### config.mk
export PLATFORM = sky130hd
export DESIGN_NAME = e1ec_error_counters
export DESIGN_NICKNAME = d
export VERILOG_FILES = /design/src/e1ec_error_counters.v /design/src/e1ec_interval_timer.v /design/src/e1ec_violation_detect.v
export VERILOG_INCLUDE_DIRS = /design/src
export SDC_FILE = /design/constraint.sdc
export NUM_CORES = 1
export LEC_CHECK = 0
export ABC_AREA = 1
export ABC_CLOCK_PERIOD_IN_PS = 2270
export BUFFER_PORTS_ARGS = -buffer_cell sky130_fd_sc_hd__buf_2
export CELL_PAD_IN_SITES_DETAIL_PLACEMENT = 1
export CELL_PAD_IN_SITES_GLOBAL_PLACEMENT = 2
export CORE_UTILIZATION = 36
export DETAILED_ROUTE_END_ITERATION = 16
export PLACE_DENSITY = 0.91
export SKIP_CTS_REPAIR_TIMING = 1
export SLEW_MARGIN = 10
export SYNTH_ARGS = -nofsm -noshare
export SYNTH_HDL_FRONTEND = slang
export SYNTH_SLANG_ARGS = --single-unit
### constraint.sdc
create_clock -name mclk_i -period 2.27 [get_ports mclk_i]
set_input_delay 0.681 -clock mclk_i [delete_from_list [all_inputs] [get_ports mclk_i]]
set_output_delay 0.681 -clock mclk_i [all_outputs]
set_load 0.005 [all_outputs]
### src/e1ec_defines.vh
`ifndef E1EC_DEFINES_VH
`define E1EC_DEFINES_VH

// ==========================================================
// register offsets on the parallel port
`define E1EC_ADDR_VIOL_HIGH 8'h00
`define E1EC_ADDR_VIOL_LOW 8'h01
`define E1EC_ADDR_CRC_FAS_UPPER 8'h02
`define E1EC_ADDR_CRC_LOW 8'h03
`define E1EC_ADDR_EBIT_FAS_MID 8'h04
`define E1EC_ADDR_EBIT_LOW 8'h05
`define E1EC_UNMAPPED_DATA 8'h00

// ==========================================================
// counter widths and field positions
`define E1EC_VIOL_WIDTH 16
`define E1EC_CRC_WIDTH 10
`define E1EC_EBIT_WIDTH 10
`define E1EC_FAS_WIDTH 12
`define E1EC_VIOL_MAX 16'hffff
`define E1EC_FAS_SPLIT 6
`define E1EC_COUNT_RESET 16'h0000
`define E1EC_CRC_RESET 10'h000
`define E1EC_EBIT_RESET 10'h000
`define E1EC_FAS_RESET 12'h000
`define E1EC_STATUS_RESET 1'b0

// ==========================================================
// e-bit position in the crc4 multiframe
`define E1EC_EBIT_FRAME_A 4'hd
`define E1EC_EBIT_FRAME_B 4'hf

// ==========================================================
// interval timing at the 25 mhz master clock
`define E1EC_CLK_HZ 25000000
`define E1EC_LONG_INTERVAL_MS 1000
`define E1EC_SHORT_INTERVAL_US 62500
`define E1EC_LONG_CYCLES ((`E1EC_CLK_HZ / 1000) * `E1EC_LONG_INTERVAL_MS)
`define E1EC_SHORT_CYCLES ((`E1EC_CLK_HZ / 1000000) * `E1EC_SHORT_INTERVAL_US)
`define E1EC_TIMER_WIDTH 25

`endif

### src/e1ec_error_counters.v
// Notes on behaviour
// - refresh all counts every second, or every 62.5 ms when rate select is set.
// - latched counts stay unchanged and readable for the whole next interval.
// - interval timer status bit sets at every update boundary.
// - interval timer interrupt appears only while its mask bit is one.
// - violation count is 16 bits, high byte at 0x00, low byte at 0x01.
// - type select zero counts bipolar violations, two same-polarity marks in a row.
// - with hdb3 decoding on, substitution-word violations are not counted as bipolar.
// - type select one counts code violations, successive same-polarity bipolar violations.
// - violation counter counts in every state, sync loss included.
// - violation counter saturates at 65535 within an interval, never wraps.
// - crc4 errors in 10 bits, msb at 0x02 bit 1, lsb at 0x03 bit 0.
// - crc4 and e-bit counts hold on frame or crc4 sync loss, not cas.
// - e-bit count increments for each zero e bit of frames 13 and 15.
// - e-bit count msb at 0x04 bit 1, lsb at 0x05 bit 0.
// - frame alignment word errors in 12 bits, halted while receive sync is lost.
// - framing count upper six bits at 0x02 [7:2], lower six at 0x04 [7:2].
// - crc4, e-bit and framing counters need no saturation, limits never reached.
`timescale 1ns/10ps
`include "e1ec_defines.vh"

module e1ec_error_counters #(
   parameter LONG_CYCLES = `E1EC_LONG_CYCLES,
   parameter SHORT_CYCLES = `E1EC_SHORT_CYCLES
) (
   // clock and reset
   input wire mclk_i,
   input wire resetn_i,

   // control bits from the common control registers
   input wire update_rate_select_i,
   input wire violation_type_select_i,
   input wire receive_hdb3_enable_i,
   input wire interval_timer_int_mask_i,
   input wire interval_timer_status_clear_i,

   // received line symbols
   input wire bit_strobe_i,
   input wire mark_pos_i,
   input wire mark_neg_i,

   // framer error events and sync state
   input wire crc_error_i,
   input wire fas_error_i,
   input wire ts0_first_bit_strobe_i,
   input wire ts0_first_bit_i,
   input wire [3:0] frame_number_i,
   input wire crc4_mode_i,
   input wire frame_sync_loss_i,
   input wire crc4_mf_sync_loss_i,
   input wire cas_mf_sync_loss_i,
   input wire receive_sync_loss_flag_i,

   // parallel port read side
   input wire rd_i,
   input wire [7:0] addr_i,
   output reg [7:0] rd_data_o,

   // timer status and interrupt
   output reg interval_timer_status_o,
   output wire interval_timer_int_o
);

   // ==========================================================
   // shared increment with optional ceiling
   function [15:0] e1ec_next_count;
      input [15:0] cur;
      input inc;
      input restart;
      input [15:0] ceiling;
      reg [15:0] base;
      begin
         base = restart ? `E1EC_COUNT_RESET : cur;
         if (inc && (base != ceiling)) begin
            e1ec_next_count = base + 16'h0001;
         end else begin
            e1ec_next_count = base;
         end
      end
   endfunction

   // ==========================================================
   // boundary timer and violation detector
   wire boundary;
   wire violation;

   e1ec_interval_timer #(
      .LONG_CYCLES(LONG_CYCLES),
      .SHORT_CYCLES(SHORT_CYCLES),
      .CNT_W(`E1EC_TIMER_WIDTH)
   ) u_timer (
      .mclk_i(mclk_i),
      .resetn_i(resetn_i),
      .rate_select_i(update_rate_select_i),
      .tick_o(boundary)
   );

   e1ec_violation_detect u_viol (
      .mclk_i(mclk_i),
      .resetn_i(resetn_i),
      .violation_type_select_i(violation_type_select_i),
      .receive_hdb3_enable_i(receive_hdb3_enable_i),
      .bit_strobe_i(bit_strobe_i),
      .mark_pos_i(mark_pos_i),
      .mark_neg_i(mark_neg_i),
      .violation_o(violation)
   );

   // ==========================================================
   // count qualifiers
   // cas multiframe loss is deliberately not part of this hold
   wire crc_ebit_hold = frame_sync_loss_i | crc4_mf_sync_loss_i;
   wire cas_loss_ignored = cas_mf_sync_loss_i & 1'b0;
   wire crc_inc = crc_error_i & ~crc_ebit_hold & ~cas_loss_ignored;
   wire ebit_pos = (frame_number_i == `E1EC_EBIT_FRAME_A) |
                   (frame_number_i == `E1EC_EBIT_FRAME_B);
   wire ebit_inc = ts0_first_bit_strobe_i & ebit_pos & ~ts0_first_bit_i &
                   crc4_mode_i & ~crc_ebit_hold;
   wire fas_inc = fas_error_i & ~receive_sync_loss_flag_i;
   wire viol_inc = violation;

   // ==========================================================
   // running counts for the current interval
   reg [`E1EC_VIOL_WIDTH-1:0] viol_run;
   reg [`E1EC_CRC_WIDTH-1:0] crc_run;
   reg [`E1EC_EBIT_WIDTH-1:0] ebit_run;
   reg [`E1EC_FAS_WIDTH-1:0] fas_run;

   wire [15:0] next_viol_run;
   wire [15:0] next_crc_run;
   wire [15:0] next_ebit_run;
   wire [15:0] next_fas_run;

   // an event in the boundary cycle belongs to the new interval
   assign next_viol_run = e1ec_next_count(viol_run, viol_inc, boundary,
                                          `E1EC_VIOL_MAX);
   assign next_crc_run = e1ec_next_count({6'h00, crc_run}, crc_inc, boundary,
                                         16'hffff);
   assign next_ebit_run = e1ec_next_count({6'h00, ebit_run}, ebit_inc, boundary,
                                          16'hffff);
   assign next_fas_run = e1ec_next_count({4'h0, fas_run}, fas_inc, boundary,
                                         16'hffff);

   // running counters
   always @(posedge mclk_i or negedge resetn_i) begin
      if (!resetn_i) begin
         viol_run <= `E1EC_COUNT_RESET;
         crc_run <= `E1EC_CRC_RESET;
         ebit_run <= `E1EC_EBIT_RESET;
         fas_run <= `E1EC_FAS_RESET;
      end else begin
         viol_run <= next_viol_run;
         crc_run <= next_crc_run[`E1EC_CRC_WIDTH-1:0];
         ebit_run <= next_ebit_run[`E1EC_EBIT_WIDTH-1:0];
         fas_run <= next_fas_run[`E1EC_FAS_WIDTH-1:0];
      end
   end

   // ==========================================================
   // latched counts seen by the host
   reg [`E1EC_VIOL_WIDTH-1:0] viol_held;
   reg [`E1EC_CRC_WIDTH-1:0] crc_held;
   reg [`E1EC_EBIT_WIDTH-1:0] ebit_held;
   reg [`E1EC_FAS_WIDTH-1:0] fas_held;

   // only the boundary writes these, so a slow host sees a stable snapshot
   always @(posedge mclk_i or negedge resetn_i) begin
      if (!resetn_i) begin
         viol_held <= `E1EC_COUNT_RESET;
         crc_held <= `E1EC_CRC_RESET;
         ebit_held <= `E1EC_EBIT_RESET;
         fas_held <= `E1EC_FAS_RESET;
      end else if (boundary) begin
         viol_held <= viol_run;
         crc_held <= crc_run;
         ebit_held <= ebit_run;
         fas_held <= fas_run;
      end
   end

   // ==========================================================
   // interval timer status and interrupt
   // a boundary in the clear cycle wins so no interval goes unannounced
   always @(posedge mclk_i or negedge resetn_i) begin
      if (!resetn_i) begin
         interval_timer_status_o <= `E1EC_STATUS_RESET;
      end else if (boundary) begin
         interval_timer_status_o <= 1'b1;
      end else if (interval_timer_status_clear_i) begin
         interval_timer_status_o <= 1'b0;
      end
   end

   assign interval_timer_int_o = interval_timer_status_o &
                                 interval_timer_int_mask_i;

   // ==========================================================
   // register byte lanes
   wire [7:0] byte_viol_high = viol_held[15:8];
   wire [7:0] byte_viol_low = viol_held[7:0];
   wire [7:0] byte_crc_fas_upper = {fas_held[`E1EC_FAS_WIDTH-1:`E1EC_FAS_SPLIT],
                                    crc_held[9:8]};
   wire [7:0] byte_crc_low = crc_held[7:0];
   wire [7:0] byte_ebit_fas_mid = {fas_held[`E1EC_FAS_SPLIT-1:0],
                                   ebit_held[9:8]};
   wire [7:0] byte_ebit_low = ebit_held[7:0];

   // read data registered one cycle after the strobe; unmapped reads give zero
   always @(posedge mclk_i or negedge resetn_i) begin
      if (!resetn_i) begin
         rd_data_o <= `E1EC_UNMAPPED_DATA;
      end else if (rd_i) begin
         case (addr_i)
            `E1EC_ADDR_VIOL_HIGH: begin
               rd_data_o <= byte_viol_high;
            end
            `E1EC_ADDR_VIOL_LOW: begin
               rd_data_o <= byte_viol_low;
            end
            `E1EC_ADDR_CRC_FAS_UPPER: begin
               rd_data_o <= byte_crc_fas_upper;
            end
            `E1EC_ADDR_CRC_LOW: begin
               rd_data_o <= byte_crc_low;
            end
            `E1EC_ADDR_EBIT_FAS_MID: begin
               rd_data_o <= byte_ebit_fas_mid;
            end
            `E1EC_ADDR_EBIT_LOW: begin
               rd_data_o <= byte_ebit_low;
            end
            default: begin
               rd_data_o <= `E1EC_UNMAPPED_DATA;
            end
         endcase
      end
   end

endmodule // e1ec_error_counters

### src/e1ec_interval_timer.v
`timescale 1ns/10ps
`include "e1ec_defines.vh"

// ==========================================================
// interval timer: one-cycle tick at each update boundary
module e1ec_interval_timer #(
   parameter LONG_CYCLES = `E1EC_LONG_CYCLES,
   parameter SHORT_CYCLES = `E1EC_SHORT_CYCLES,
   parameter CNT_W = `E1EC_TIMER_WIDTH
) (
   // clock and reset
   input wire mclk_i,
   input wire resetn_i,
   // control
   input wire rate_select_i,
   // boundary
   output reg tick_o
);

   // full-width terminal counts, cut to the counter width on purpose
   localparam integer LONG_LAST_FULL = LONG_CYCLES - 1;
   localparam integer SHORT_LAST_FULL = SHORT_CYCLES - 1;
   localparam [CNT_W-1:0] LONG_LAST = LONG_LAST_FULL[CNT_W-1:0];
   localparam [CNT_W-1:0] SHORT_LAST = SHORT_LAST_FULL[CNT_W-1:0];

   reg [CNT_W-1:0] cnt;
   reg rate_seen;
   wire [CNT_W-1:0] last = rate_select_i ? SHORT_LAST : LONG_LAST;

   // a rate change restarts the interval so no half-length interval mixes rates
   always @(posedge mclk_i or negedge resetn_i) begin
      if (!resetn_i) begin
         cnt <= {CNT_W{1'b0}};
         rate_seen <= 1'b0;
         tick_o <= 1'b0;
      end else begin
         rate_seen <= rate_select_i;
         tick_o <= 1'b0;
         if (rate_seen != rate_select_i) begin
            cnt <= {CNT_W{1'b0}};
         end else if (cnt >= last) begin
            cnt <= {CNT_W{1'b0}};
            tick_o <= 1'b1;
         end else begin
            cnt <= cnt + {{(CNT_W-1){1'b0}}, 1'b1};
         end
      end
   end

endmodule // e1ec_interval_timer

### src/e1ec_violation_detect.v
`timescale 1ns/10ps
`include "e1ec_defines.vh"

// ==========================================================
// line violation detector: bipolar or code violations
module e1ec_violation_detect (
   // clock and reset
   input wire mclk_i,
   input wire resetn_i,
   // control
   input wire violation_type_select_i,
   input wire receive_hdb3_enable_i,
   // received symbols
   input wire bit_strobe_i,
   input wire mark_pos_i,
   input wire mark_neg_i,
   // result
   output reg violation_o
);

   reg have_mark;
   reg last_pol;
   reg have_bpv;
   reg last_bpv_pol;
   reg [1:0] zero_run;

   wire is_mark = mark_pos_i | mark_neg_i;
   wire pol = mark_pos_i;
   wire bipolar_violation = bit_strobe_i & is_mark & have_mark & (pol == last_pol);
   // a violation after two zeros closes a 000v or b00v substitution
   wire hdb3_word = receive_hdb3_enable_i & (zero_run == 2'd2);
   wire cv = bipolar_violation & have_bpv & (pol == last_bpv_pol);

   // symbol history and one-cycle violation pulse
   always @(posedge mclk_i or negedge resetn_i) begin
      if (!resetn_i) begin
         have_mark <= 1'b0;
         last_pol <= 1'b0;
         have_bpv <= 1'b0;
         last_bpv_pol <= 1'b0;
         zero_run <= 2'd0;
         violation_o <= 1'b0;
      end else begin
         violation_o <= 1'b0;
         if (bit_strobe_i) begin
            if (is_mark) begin
               have_mark <= 1'b1;
               last_pol <= pol;
               zero_run <= 2'd0;
            end else if (zero_run != 2'd2) begin
               zero_run <= zero_run + 2'd1;
            end
            if (bipolar_violation) begin
               have_bpv <= 1'b1;
               last_bpv_pol <= pol;
            end
            if (violation_type_select_i) begin
               violation_o <= cv;
            end else begin
               violation_o <= bipolar_violation & ~hdb3_word;
            end
         end
      end
   end

endmodule // e1ec_violation_detect

==> flow_metrics.tcl, run 1 <==
set metrics [dict create \
    hold_viol_final 0 \
    placedInstanceArea_mm2 0.00867 \
    ant_nets 0 \
    cts.sinks 139 \
    place_inst 1442 \
    wl_per_cell_um 14.7 \
    timing.rr.start "u_timer.tick_o$_DFF_PN0_" \
    cts_inserted_buffers 17 \
    fin_setup_tns_ns 0 \
    firstDrtPassIters 10 \
    r2r_setup_slack_ns 0.25 \
    io_pins 42 \
    violations "design-rule violations" \
    cp_cell_sequence "inv_8 > buf_12 > nand2_1 > inv_1 > ha_1 > nand2_1 > nor2_1 > nand4_1 > nor2_2 > nand2_1 > nand2_1 > nand2_1" \
    clk_pin_slew_ns 0.06 \
    synth_seq_cells 139 \
    crit_arrival_ns 2.33 \
    r2r-end "fas_run[10]$_DFF_PN0_" \
    grt_use_total 0.206 \
    seq_area_frac_synth 0.436 \
    avgSynthCellArea_um2 7.16 \
    setup_viol 0 \
    synth_edf_count 0 \
    layout_commonest_cell "nand2_1" \
    mappedNetlistNets 1170 \
    rows 54 \
    cp_slowest_cell "dfrtp_2" \
    die_h_um 151 \
    yosysWarnings 0 \
    area_growth_pct 16.4 \
    crit_buf_inv 3 \
    coreArea_mm2 0.0218 \
    clock_latency_ns 0.42 \
    finalInstanceArea_mm2 0.00930 \
    cts_root_buf "clkbuf_16" \
    period_share 0.891 \
    final_cells 1473 \
    dpl_worst_slack_ns -0.131 \
    crit_type "flop to flop" \
    rsz0062_at_grt "false" \
    yosys-top-cells-area "dfrtp_1 (44%), nand2_1 (18%), nor2_1 (7.0%)" \
    power_uw 6780 \
    crit_family "simple AND/OR/NAND/NOR gates" \
    max_freq_mhz 495 \
    ys_async_sr_fraction 1.00 \
    drv_cap 0 \
    fp.dieArea_mm2 0.0228 \
    grt_antenna_before_repair 0 \
    dr.first_iter.drc_count 213 \
    crit_fanout 56 \
    reg2regPathDepth 12 \
    worst_pin_slew_ns 0.558 \
    hpwl_um 16000 \
    power_density_mw_per_mm2 730 \
    final_cell_mix "nand2_1 (385), nor2_1 (148), dfrtp_1 (138)" \
    viasPerCell 4.86 \
    cp.required_ns 2.58 \
    n_antenna_cell 0 \
    crit_path_frequent_cell "nand2_1" \
    grt_pass1_vias 7514 \
    port_buffers 40 \
    peakVddDrop_uv 299 \
    place.gp.congestion 0.777 \
    crit_cells 12 \
    synth_cells 1116 \
    yosysTopAreaCellShare 0.436 \
    post-synth-top-area-cell "dfrtp_1" \
    worst_slack_ns 0.248 \
    cts_max_level 4 \
    start_kind "flop" \
    synth.distinct_cells 36 \
    die_w_um 151 \
    period_needed_ns 2.02 \
    setup.worst_path.end_class "flop" \
    hold_path_class "input port to async pin" \
    grt_pass1_wl_um 36900 \
    grt-ovfl-total 0 \
    start_util 0.367 \
    synthFlopType "dfrtp_1" \
    drc 1 \
    grt_max_degree 57 \
    slew_headroom 0.628 \
    crit_path_max_incr_delay_ns 0.47 \
    clock_skew_ns 0.00715 \
    status "finished with violations" \
    synth_area_mm2 0.00799 \
    cts_tree "done" \
    clock_path_buffers 2 \
    num_vias 7158 \
    drive_above_1_share 0.117 \
    finalNetCount 1235 \
    drt-total-wl_um 21700 \
    power.leakage_uw 0.00484 \
    maxSlewViolCount 0 \
]
==> state kept, by name (all words and copies together) (netlist names), 2 cells and up <==
signal / cells
crc_held: 10
crc_run: 10
ebit_held: 10
ebit_run: 10
fas_held: 12
fas_run: 12
rd_data_o: 8
u_timer.cnt: 25
u_viol.zero_run: 2
viol_held: 16
viol_run: 16
==> logic make-up (layout without fill, tap and decap cells) <==
kind of cell	after synthesis	count (layout)	share of synthesized area
xor gates and xnor gates	32	32	0.0351
adders and majority gates	22	22	0.0345
and+or+nand+nor	687	687	0.360
AOI/OAI and AO/OA	71	71	0.0489
buffers and inverters	165	242	0.0860
DFF	139	139	0.436
==> layout make-up <==
| type | count | area (µm²) |
|---|---|---|
| flip-flops and latches | 139 | 3480 |
| clock buffers | 21 | 480 |
| clock inverters | 10 | 140 |
| inverters | 138 | 526 |
| fillers | 2800 | 12500 |
| repair buffers | 73 | 492 |
| well taps | 280 | 350 |
| multi-input cells | 812 | 3830 |
==> where the power goes <==
| part | total, µW | switching, µW | internal (µW) | leakage, µW |
|---|---|---|---|---|
| logic | 977 | 628 | 348 | 0.00269 |
| clock network | 2930 | 1090 | 1840 | 0.000297 |
| registers | 2870 | 190 | 2680 | 0.00185 |
==> worst max path at each step <==
stage / start / end / slack [ns]
finish: u_timer.tick_o$_DFF_PN0_ / fas_run[10]$_DFF_PN0_ / 0.25
global route: u_timer.tick_o$_DFF_PN0_ / fas_run[10]$_DFF_PN0_ / 0.04
CTS: u_timer.tick_o$_DFF_PN0_ / fas_run[10]$_DFF_PN0_ / 0.22
detailed placement: update_rate_select_i / u_timer.cnt[18]$_DFF_PN0_ / -0.13
global placement: update_rate_select_i / u_timer.cnt[22]$_DFF_PN0_ / -0.08
floorplan: u_timer.tick_o$_DFF_PN0_ / viol_run[4]$_DFF_PN0_ / 0.22
==> synth_stat cells (7+ instances only) <==
library cell	count
nand2_1	385
buf_2	9
nor2_1	148
clkbuf_1	9
xor2_1	20
o21ai_0	52
nor3_1	8
nand3_1	85
a21oi_1	7
xnor2_1	12
inv_1	135
nand4_1	27
dfrtp_1	139
ha_1	22
nor2_2	11
==> routing by layer <==
layer | up-vias | GRT usage | wire (µm)
li1 | 3608 | - | -
met1 | 3452 | 0.265 | 10400
met2 | 72 | 0.353 | 10500
met3 | 26 | 0.0283 | 410
met4 | 0 | 0.0720 | 405
met5 | - | 0 | 0
==> stage by stage <==
step,hold slack [ns],util
3_3_place_gp,0.440,0.399
4_1_cts,0.241,0.427
3_5_place_dp,0.441,0.399
5_1_grt,0.254,0.427
2_1_floorplan,0.385,-
6_report,0.202,0.427
No activity file was read; power rests on OpenSTA's default activity.
==> run 2, diff against run 1 <==
--- a/config.mk
+++ b/config.mk
@@ -11,9 +11,11 @@
 export BUFFER_PORTS_ARGS = -buffer_cell sky130_fd_sc_hd__buf_2
 export CELL_PAD_IN_SITES_DETAIL_PLACEMENT = 1
 export CELL_PAD_IN_SITES_GLOBAL_PLACEMENT = 2
-export CORE_UTILIZATION = 36
+export CORE_ASPECT_RATIO = 0.7
+export CORE_UTILIZATION = 37
+export CTS_BUF_LIST = sky130_fd_sc_hd__clkbuf_8
 export DETAILED_ROUTE_END_ITERATION = 16
-export PLACE_DENSITY = 0.91
+export PLACE_DENSITY = 0.93
 export SKIP_CTS_REPAIR_TIMING = 1
 export SLEW_MARGIN = 10
 export SYNTH_ARGS = -nofsm -noshare
==> run 2 against run 1 <==
  * Cell count decreased by 0.48%
  * Largest power group is now sequential cells
  * Hold slack lost 0.060 ns
  * Clock skew up 0.0074 ns
  * Critical endpoint unchanged
  * Critical path type unchanged
  * The run now ends clean
  * Cell area shrank 2.4%
  * Clock power down 29%
  * Utilization rose by 0.63 points
  * Flip-flop and latch count stayed put
  * Combinational power rose by 0.9%
  * Largest cell class unchanged
  * Worst setup slack got worse by 0.11 ns
==> flow_metrics.tcl, run 2 (synthesized netlist as in run 1, its figures left out) <==
set metrics [dict create \
    power_density_mw_per_mm2 653 \
    crit_path_max_incr_delay_ns 0.58 \
    crit_arrival_ns 2.49 \
    cp_cell_sequence "inv_8 > buf_4 > nand2_1 > inv_1 > ha_1 > nand2_1 > nor2_1 > nand4_1 > nor2_2 > nand2_1 > nand2_1 > nand2_1" \
    grt_pass1_vias 7498 \
    fillers 2686 \
    maxSlewViolCount 0 \
    grt_pass1_wl_um 38000 \
    die_h_um 125 \
    setup.worst_path.end_class "flop" \
    coreArea_mm2 0.0209 \
    io_pins 42 \
    drv_cap 0 \
    drc 0 \
    clk_pin_slew_ns 0.08 \
    finalNetCount 1231 \
    grt-ovfl-total 0 \
    final_cell_mix "nand2_1 (385), nor2_1 (148), dfrtp_1 (138)" \
    worstSetupEndpoint "fas_run[10]$_DFF_PN0_" \
    setup_viol 0 \
    layout_commonest_cell "nand2_1" \
    regMostFlops "u_timer.cnt" \
    hold_path_class "input port to async pin" \
    grt_antenna_before_repair 0 \
    r2r_setup_slack_ns 0.14 \
    crit_path_frequent_cell "nand2_1" \
    multi_input_area_mm2 0.00383 \
    cts_max_level 4 \
    wl_per_cell_um 15.2 \
    drive_above_1_share 0.114 \
    ant_nets 0 \
    crit_fanout 16 \
    clock_path_buffers 2 \
    num_vias 7244 \
    fp.dieArea_mm2 0.0222 \
    rsz0062_at_grt "false" \
    grt_max_degree 64 \
    start_util 0.382 \
    top_regs "u_timer.cnt: 25 flops, viol_held: 16 flops, viol_run: 16 flops" \
    r2r-end "fas_run[10]$_DFF_PN0_" \
    hpwl_um 16800 \
    peakVddDrop_uv 335 \
    final_cells 1466 \
    crit_buf_inv 3 \
    drt-total-wl_um 22400 \
    status "finished, final reports clean" \
    worst_pin_slew_ns 0.515 \
    area_growth_pct 13.6 \
    hold_viol_final 0 \
    cts.sinks 139 \
    clock_latency_ns 0.46 \
    slew_headroom 0.656 \
    place.gp.congestion 0.821 \
    cts_root_buf "clkbuf_8" \
    cp.required_ns 2.63 \
    timing.rr.start "u_timer.tick_o$_DFF_PN0_" \
    dr.first_iter.drc_count 373 \
    power.leakage_uw 0.00473 \
    firstDrtPassIters 5 \
    cp_slowest_cell "dfrtp_4" \
    max_freq_mhz 469 \
    crit_type "flop to flop" \
    fin_util 0.434 \
    crit_cells 12 \
    place_inst 1434 \
    rows 44 \
    reg2regPathDepth 12 \
    n_antenna_cell 0 \
    grt_use_total 0.217 \
    port_buffers 40 \
    cts_tree "done" \
    cts_inserted_buffers 17 \
    crit_family "simple AND/OR/NAND/NOR gates" \
    setup.worst_path.start "u_timer.tick_o$_DFF_PN0_" \
    period_share 0.940 \
    largest_reg_flops 25 \
    clock_skew_ns 0.0145 \
    period_needed_ns 2.13 \
    start_kind "flop" \
    viasPerCell 4.94 \
    die_w_um 178 \
    ff_latch_area_mm2 0.00348 \
]
-- run 2: where the power goes --
part | total (µW) | switching, µW | internal, µW
sequential | 2860 | 182 | 2680
clock | 2080 | 1060 | 1010
combinational | 986 | 630 | 357
total | 5920 | 1880 | 4050
-- run 2: area by class of cell --
cell class	instances	area share
inverters	138	0.0582
repair buffers	69	0.0537
clock buffers	18	0.0273
flip-flops and latches	139	0.384
multi-input cells	812	0.423
well taps	276	0.0381
clock inverters	14	0.0163
-- run 2: worst min path at each step --
| stage | startpoint | endpoint | slack (ns) | cells after the start |
|---|---|---|---|---|
| 3_5_place_dp | u_viol.have_mark$_DFFE_PN0P_ | u_viol.have_mark$_DFFE_PN0P_ | 0.45 | 2 |
| 5_1_grt | resetn_i | ebit_run[8]$_DFF_PN0_ | 0.15 | 1 |
| 6_report | resetn_i | crc_run[9]$_DFF_PN0_ | 0.14 | 1 |
| 3_3_place_gp | u_viol.have_mark$_DFFE_PN0P_ | u_viol.have_mark$_DFFE_PN0P_ | 0.44 | 2 |
| 4_1_cts | resetn_i | interval_timer_status_o$_DFFE_PN0P_ | 0.13 | 1 |
| 2_1_floorplan | resetn_i | crc_held[0]$_DFFE_PN0P_ | 0.39 | 0 |
-- run 2: per-stage QoR --
step / setup slack (ns) / setup TNS, ns / cell area [µm²] / hold WS (ns) / power, µW
floorplan: 0.217 / 0 / 7990 / 0.385 / 3510
global placement: -0.0467 / -0.420 / 8660 / 0.437 / 3830
detailed placement: -0.123 / -2.70 / 8660 / 0.452 / 3880
CTS: 0.104 / 0 / 9060 / 0.127 / 5990
global route: 0.000411 / 0 / 9070 / 0.148 / 6280
finish: 0.137 / 0 / 9070 / 0.142 / 5920
-- run 2: layer usage --
layer	vias to the layer above	wire, µm	global-route usage
li1	3603	-	-
met1	3513	12100	0.328
met2	112	9280	0.321
met3	16	813	0.0406
met4	0	174	0.0483
met5	-	0	0
==> run 3, diff against run 2 <==
--- a/config.mk
+++ b/config.mk
@@ -6,16 +6,16 @@
 export SDC_FILE = /design/constraint.sdc
 export NUM_CORES = 1
 export LEC_CHECK = 0
-export ABC_AREA = 1
 export ABC_CLOCK_PERIOD_IN_PS = 2270
 export BUFFER_PORTS_ARGS = -buffer_cell sky130_fd_sc_hd__buf_2
 export CELL_PAD_IN_SITES_DETAIL_PLACEMENT = 1
 export CELL_PAD_IN_SITES_GLOBAL_PLACEMENT = 2
 export CORE_ASPECT_RATIO = 0.7
-export CORE_UTILIZATION = 37
+export CORE_UTILIZATION = 25
 export CTS_BUF_LIST = sky130_fd_sc_hd__clkbuf_8
 export DETAILED_ROUTE_END_ITERATION = 16
-export PLACE_DENSITY = 0.93
+export GPL_ROUTABILITY_DRIVEN = 1
+export PLACE_DENSITY = 0.63
 export SKIP_CTS_REPAIR_TIMING = 1
 export SLEW_MARGIN = 10
 export SYNTH_ARGS = -nofsm -noshare
==> run 3 against run 2 <==
  * Fmax decreased by 2.6%
  * Cell area decreased by 7.1%
  * Critical path type is now input port to flop
  * Worst setup slack got worse by 0.058 ns
  * Clock skew increased by 0.0030 ns
  * First-iteration DRC count decreased by 24%
  * Largest power group unchanged
  * Sequential power increased by 2%
  * Largest cell class unchanged
  * Utilization decreased by 13 points
  * Die area increased by 32%
==> flow_metrics.tcl, run 3 <==
set metrics [dict create \
    period_needed_ns 2.19 \
    cts_inserted_buffers 17 \
    crit_path_max_incr_delay_ns 0.36 \
    die_h_um 143 \
    drv_cap 0 \
    hpwl_um 13700 \
    n_antenna_cell 0 \
    setup_viol 0 \
    num_vias 5185 \
    ant_nets 0 \
    layout_commonest_cell "dfrtp_1" \
    peakVddDrop_uv 304 \
    synth_area_mm2 0.00713 \
    fp.dieArea_mm2 0.0292 \
    drt-total-wl_um 18500 \
    synth_common_cells "dfrtp_1 (139), mux2_2 (51), nor2_1 (42)" \
    grt_max_degree 54 \
    post-synth-top-area-cell "dfrtp_1" \
    crit_fanout 7 \
    cp_cell_sequence "buf_2 > inv_1 > buf_4 > ha_1 > nand4b_1 > nor3_2 > buf_4 > a311o_1 > buf_4 > nor3_1" \
    grt-ovfl-total 0 \
    top_regs "u_timer.cnt: 25 flops, viol_held: 16 flops, viol_run: 16 flops" \
    drive_above_1_share 0.292 \
    hold_viol_final 0 \
    pwr-share-seq 0.521 \
    dr.first_iter.drc_count 284 \
    area_growth_pct 18.1 \
    cts.sinks 139 \
    power.leakage_uw 0.00377 \
    cts_root_buf "clkbuf_8" \
    status "finished, final reports clean" \
    pwr-share-clk 0.353 \
    placedInstanceArea_mm2 0.00801 \
    swShare 0.298 \
    cp.required_ns 2.61 \
    grt_pass1_vias 5545 \
    firstDrtPassIters 6 \
    cts_tree "done" \
    rows 51 \
    grt_pass1_wl_um 30700 \
    period_share 0.965 \
    grt_use_total 0.135 \
    wl_per_cell_um 17.2 \
    yosysWarnings 0 \
    clock_latency_ns 0.45 \
    synth_edf_count 0 \
    cts_max_level 4 \
    power_switching_uw 1660 \
    place_inst 1049 \
    setup.worst_path.end_class "flop" \
    yosysTopAreaCellShare 0.488 \
    power_density_mw_per_mm2 662 \
    crit_buf_inv 5 \
    avgSynthCellArea_um2 11.4 \
    start_kind "input port" \
    fillers 3086 \
    clock_path_buffers 2 \
    clk_pin_slew_ns 0.09 \
    worst_slack_ns 0.0787 \
    dpl_worst_slack_ns -0.419 \
    yosys-top-cells-area "dfrtp_1 (49%), mux2_2 (8.1%), ha_1 (3.9%)" \
    clock_skew_ns 0.0175 \
    drc 0 \
    synth_cells 628 \
    max_freq_mhz 456 \
    regMostFlops "u_timer.cnt" \
    io_pins 42 \
    final_cells 1080 \
    crit_type "input port to flop" \
    crit_arrival_ns 2.53 \
    worst_pin_slew_ns 0.673 \
    combPwrFrac 0.126 \
    die_w_um 204 \
    coreArea_mm2 0.0279 \
    ys_async_sr_fraction 1.00 \
    crit_family "buffers and inverters" \
    largest_reg_flops 25 \
    synth_seq_cells 139 \
    rsz0062_at_grt "false" \
    synth.distinct_cells 70 \
    intPower_uw 3920 \
    synthFlopType "dfrtp_1" \
    cp_slowest_cell "a311o_1" \
    start_util 0.256 \
    place.gp.congestion 0.847 \
    finalInstanceArea_mm2 0.00842 \
    synth_most_common_cell "dfrtp_1" \
    hold_path_class "input port to async pin" \
    crit_path_frequent_cell "buf_4" \
    finalNetCount 751 \
    fin_util 0.302 \
    final_cell_mix "dfrtp_1 (138), mux2_2 (51), nor2_1 (42)" \
    port_buffers 39 \
    seq_area_frac_synth 0.488 \
    grt_antenna_before_repair 0 \
    viasPerCell 4.80 \
    mappedNetlistNets 682 \
    maxSlewViolCount 0 \
    slew_headroom 0.549 \
]
-- run 3: power groups by stage --
stage	Sequential (µW)	Clock (µW)	Combinational (µW)
after floorplan	2860	0	471
after global placement	2950	0	652
after detailed placement	2960	0	703
after CTS	2910	2050	708
after global routing	2940	2130	818
final	2910	1970	704
-- run 3: layer usage --
layer | GRT usage | part of all wire
met1 | 0.198 | 0.52
met5 | 0 | 0
met3 | 0.0277 | 0.034
met4 | 0.0360 | 0.0070
met2 | 0.201 | 0.44
-- run 3: area by class of cell --
class / instances / area, µm² / area share
clock buffer: 18 / 248 / 0.0294
timing repair buffer: 76 / 567 / 0.0673
tap: 371 / 464 / 0.0551
clock inverter: 13 / 130 / 0.0154
inverter: 13 / 48.8 / 0.00579
multi-input combinational: 450 / 3480 / 0.414
sequential: 139 / 3480 / 0.413
-- run 3: kinds of logic (layout without fill, tap and decap cells) --
logic type               Yosys count  after routing  share of synthesized area
AND/OR/NAND/NOR                  245            245                      0.213
XOR/XNOR                          59             59                     0.0725
adder cells (fa/ha/maj)           22             22                     0.0386
AO/OA/AOI/OAI                     70             70                     0.0742
multiplexers                      54             54                     0.0849
buffers and inverters             39            120                     0.0286
flip-flops                       139            139                      0.488
-- run 3: worst paths after layout --
path | from | slack (ns) | to | cells past startpoint
min reg2reg | u_viol.have_bpv$_DFFE_PN0P_ | 0.48 | u_viol.have_bpv$_DFFE_PN0P_ | 1
max reg2reg | u_timer.cnt[15]$_DFF_PN0_ | 0.19 | u_timer.cnt[24]$_DFF_PN0_ | 9
max | update_rate_select_i | 0.08 | u_timer.cnt[24]$_DFF_PN0_ | 10
max in group asynchronous | resetn_i | 1.57 | viol_held[2]$_DFFE_PN0P_ | 2
min in group mclk_i | u_viol.have_bpv$_DFFE_PN0P_ | 0.48 | u_viol.have_bpv$_DFFE_PN0P_ | 1
min | resetn_i | 0.04 | u_viol.zero_run[1]$_DFFE_PN0P_ | 1
-- run 3: through the flow --
step | hold WS (ns) | power (µW) | TNS, ns
global placement | 0.457 | 3600 | -8.31
global route | 0.00158 | 5880 | 0
CTS | 0.00247 | 5670 | 0
finish | 0.0420 | 5580 | 0
detailed placement | 0.458 | 3660 | -8.81
floorplan | 0.385 | 3340 | 0
-- run 3: worst register-to-register path: cells and delay by family (launching register included) --
kind / cells / cell delay (ns)
buffers and inverters: 3 / 0.47
AND/OR/NAND/NOR: 2 / 0.27
adder cells (fa/ha/maj): 1 / 0.32
flip-flops: 1 / 0.43
AO/OA/AOI/OAI: 3 / 0.50
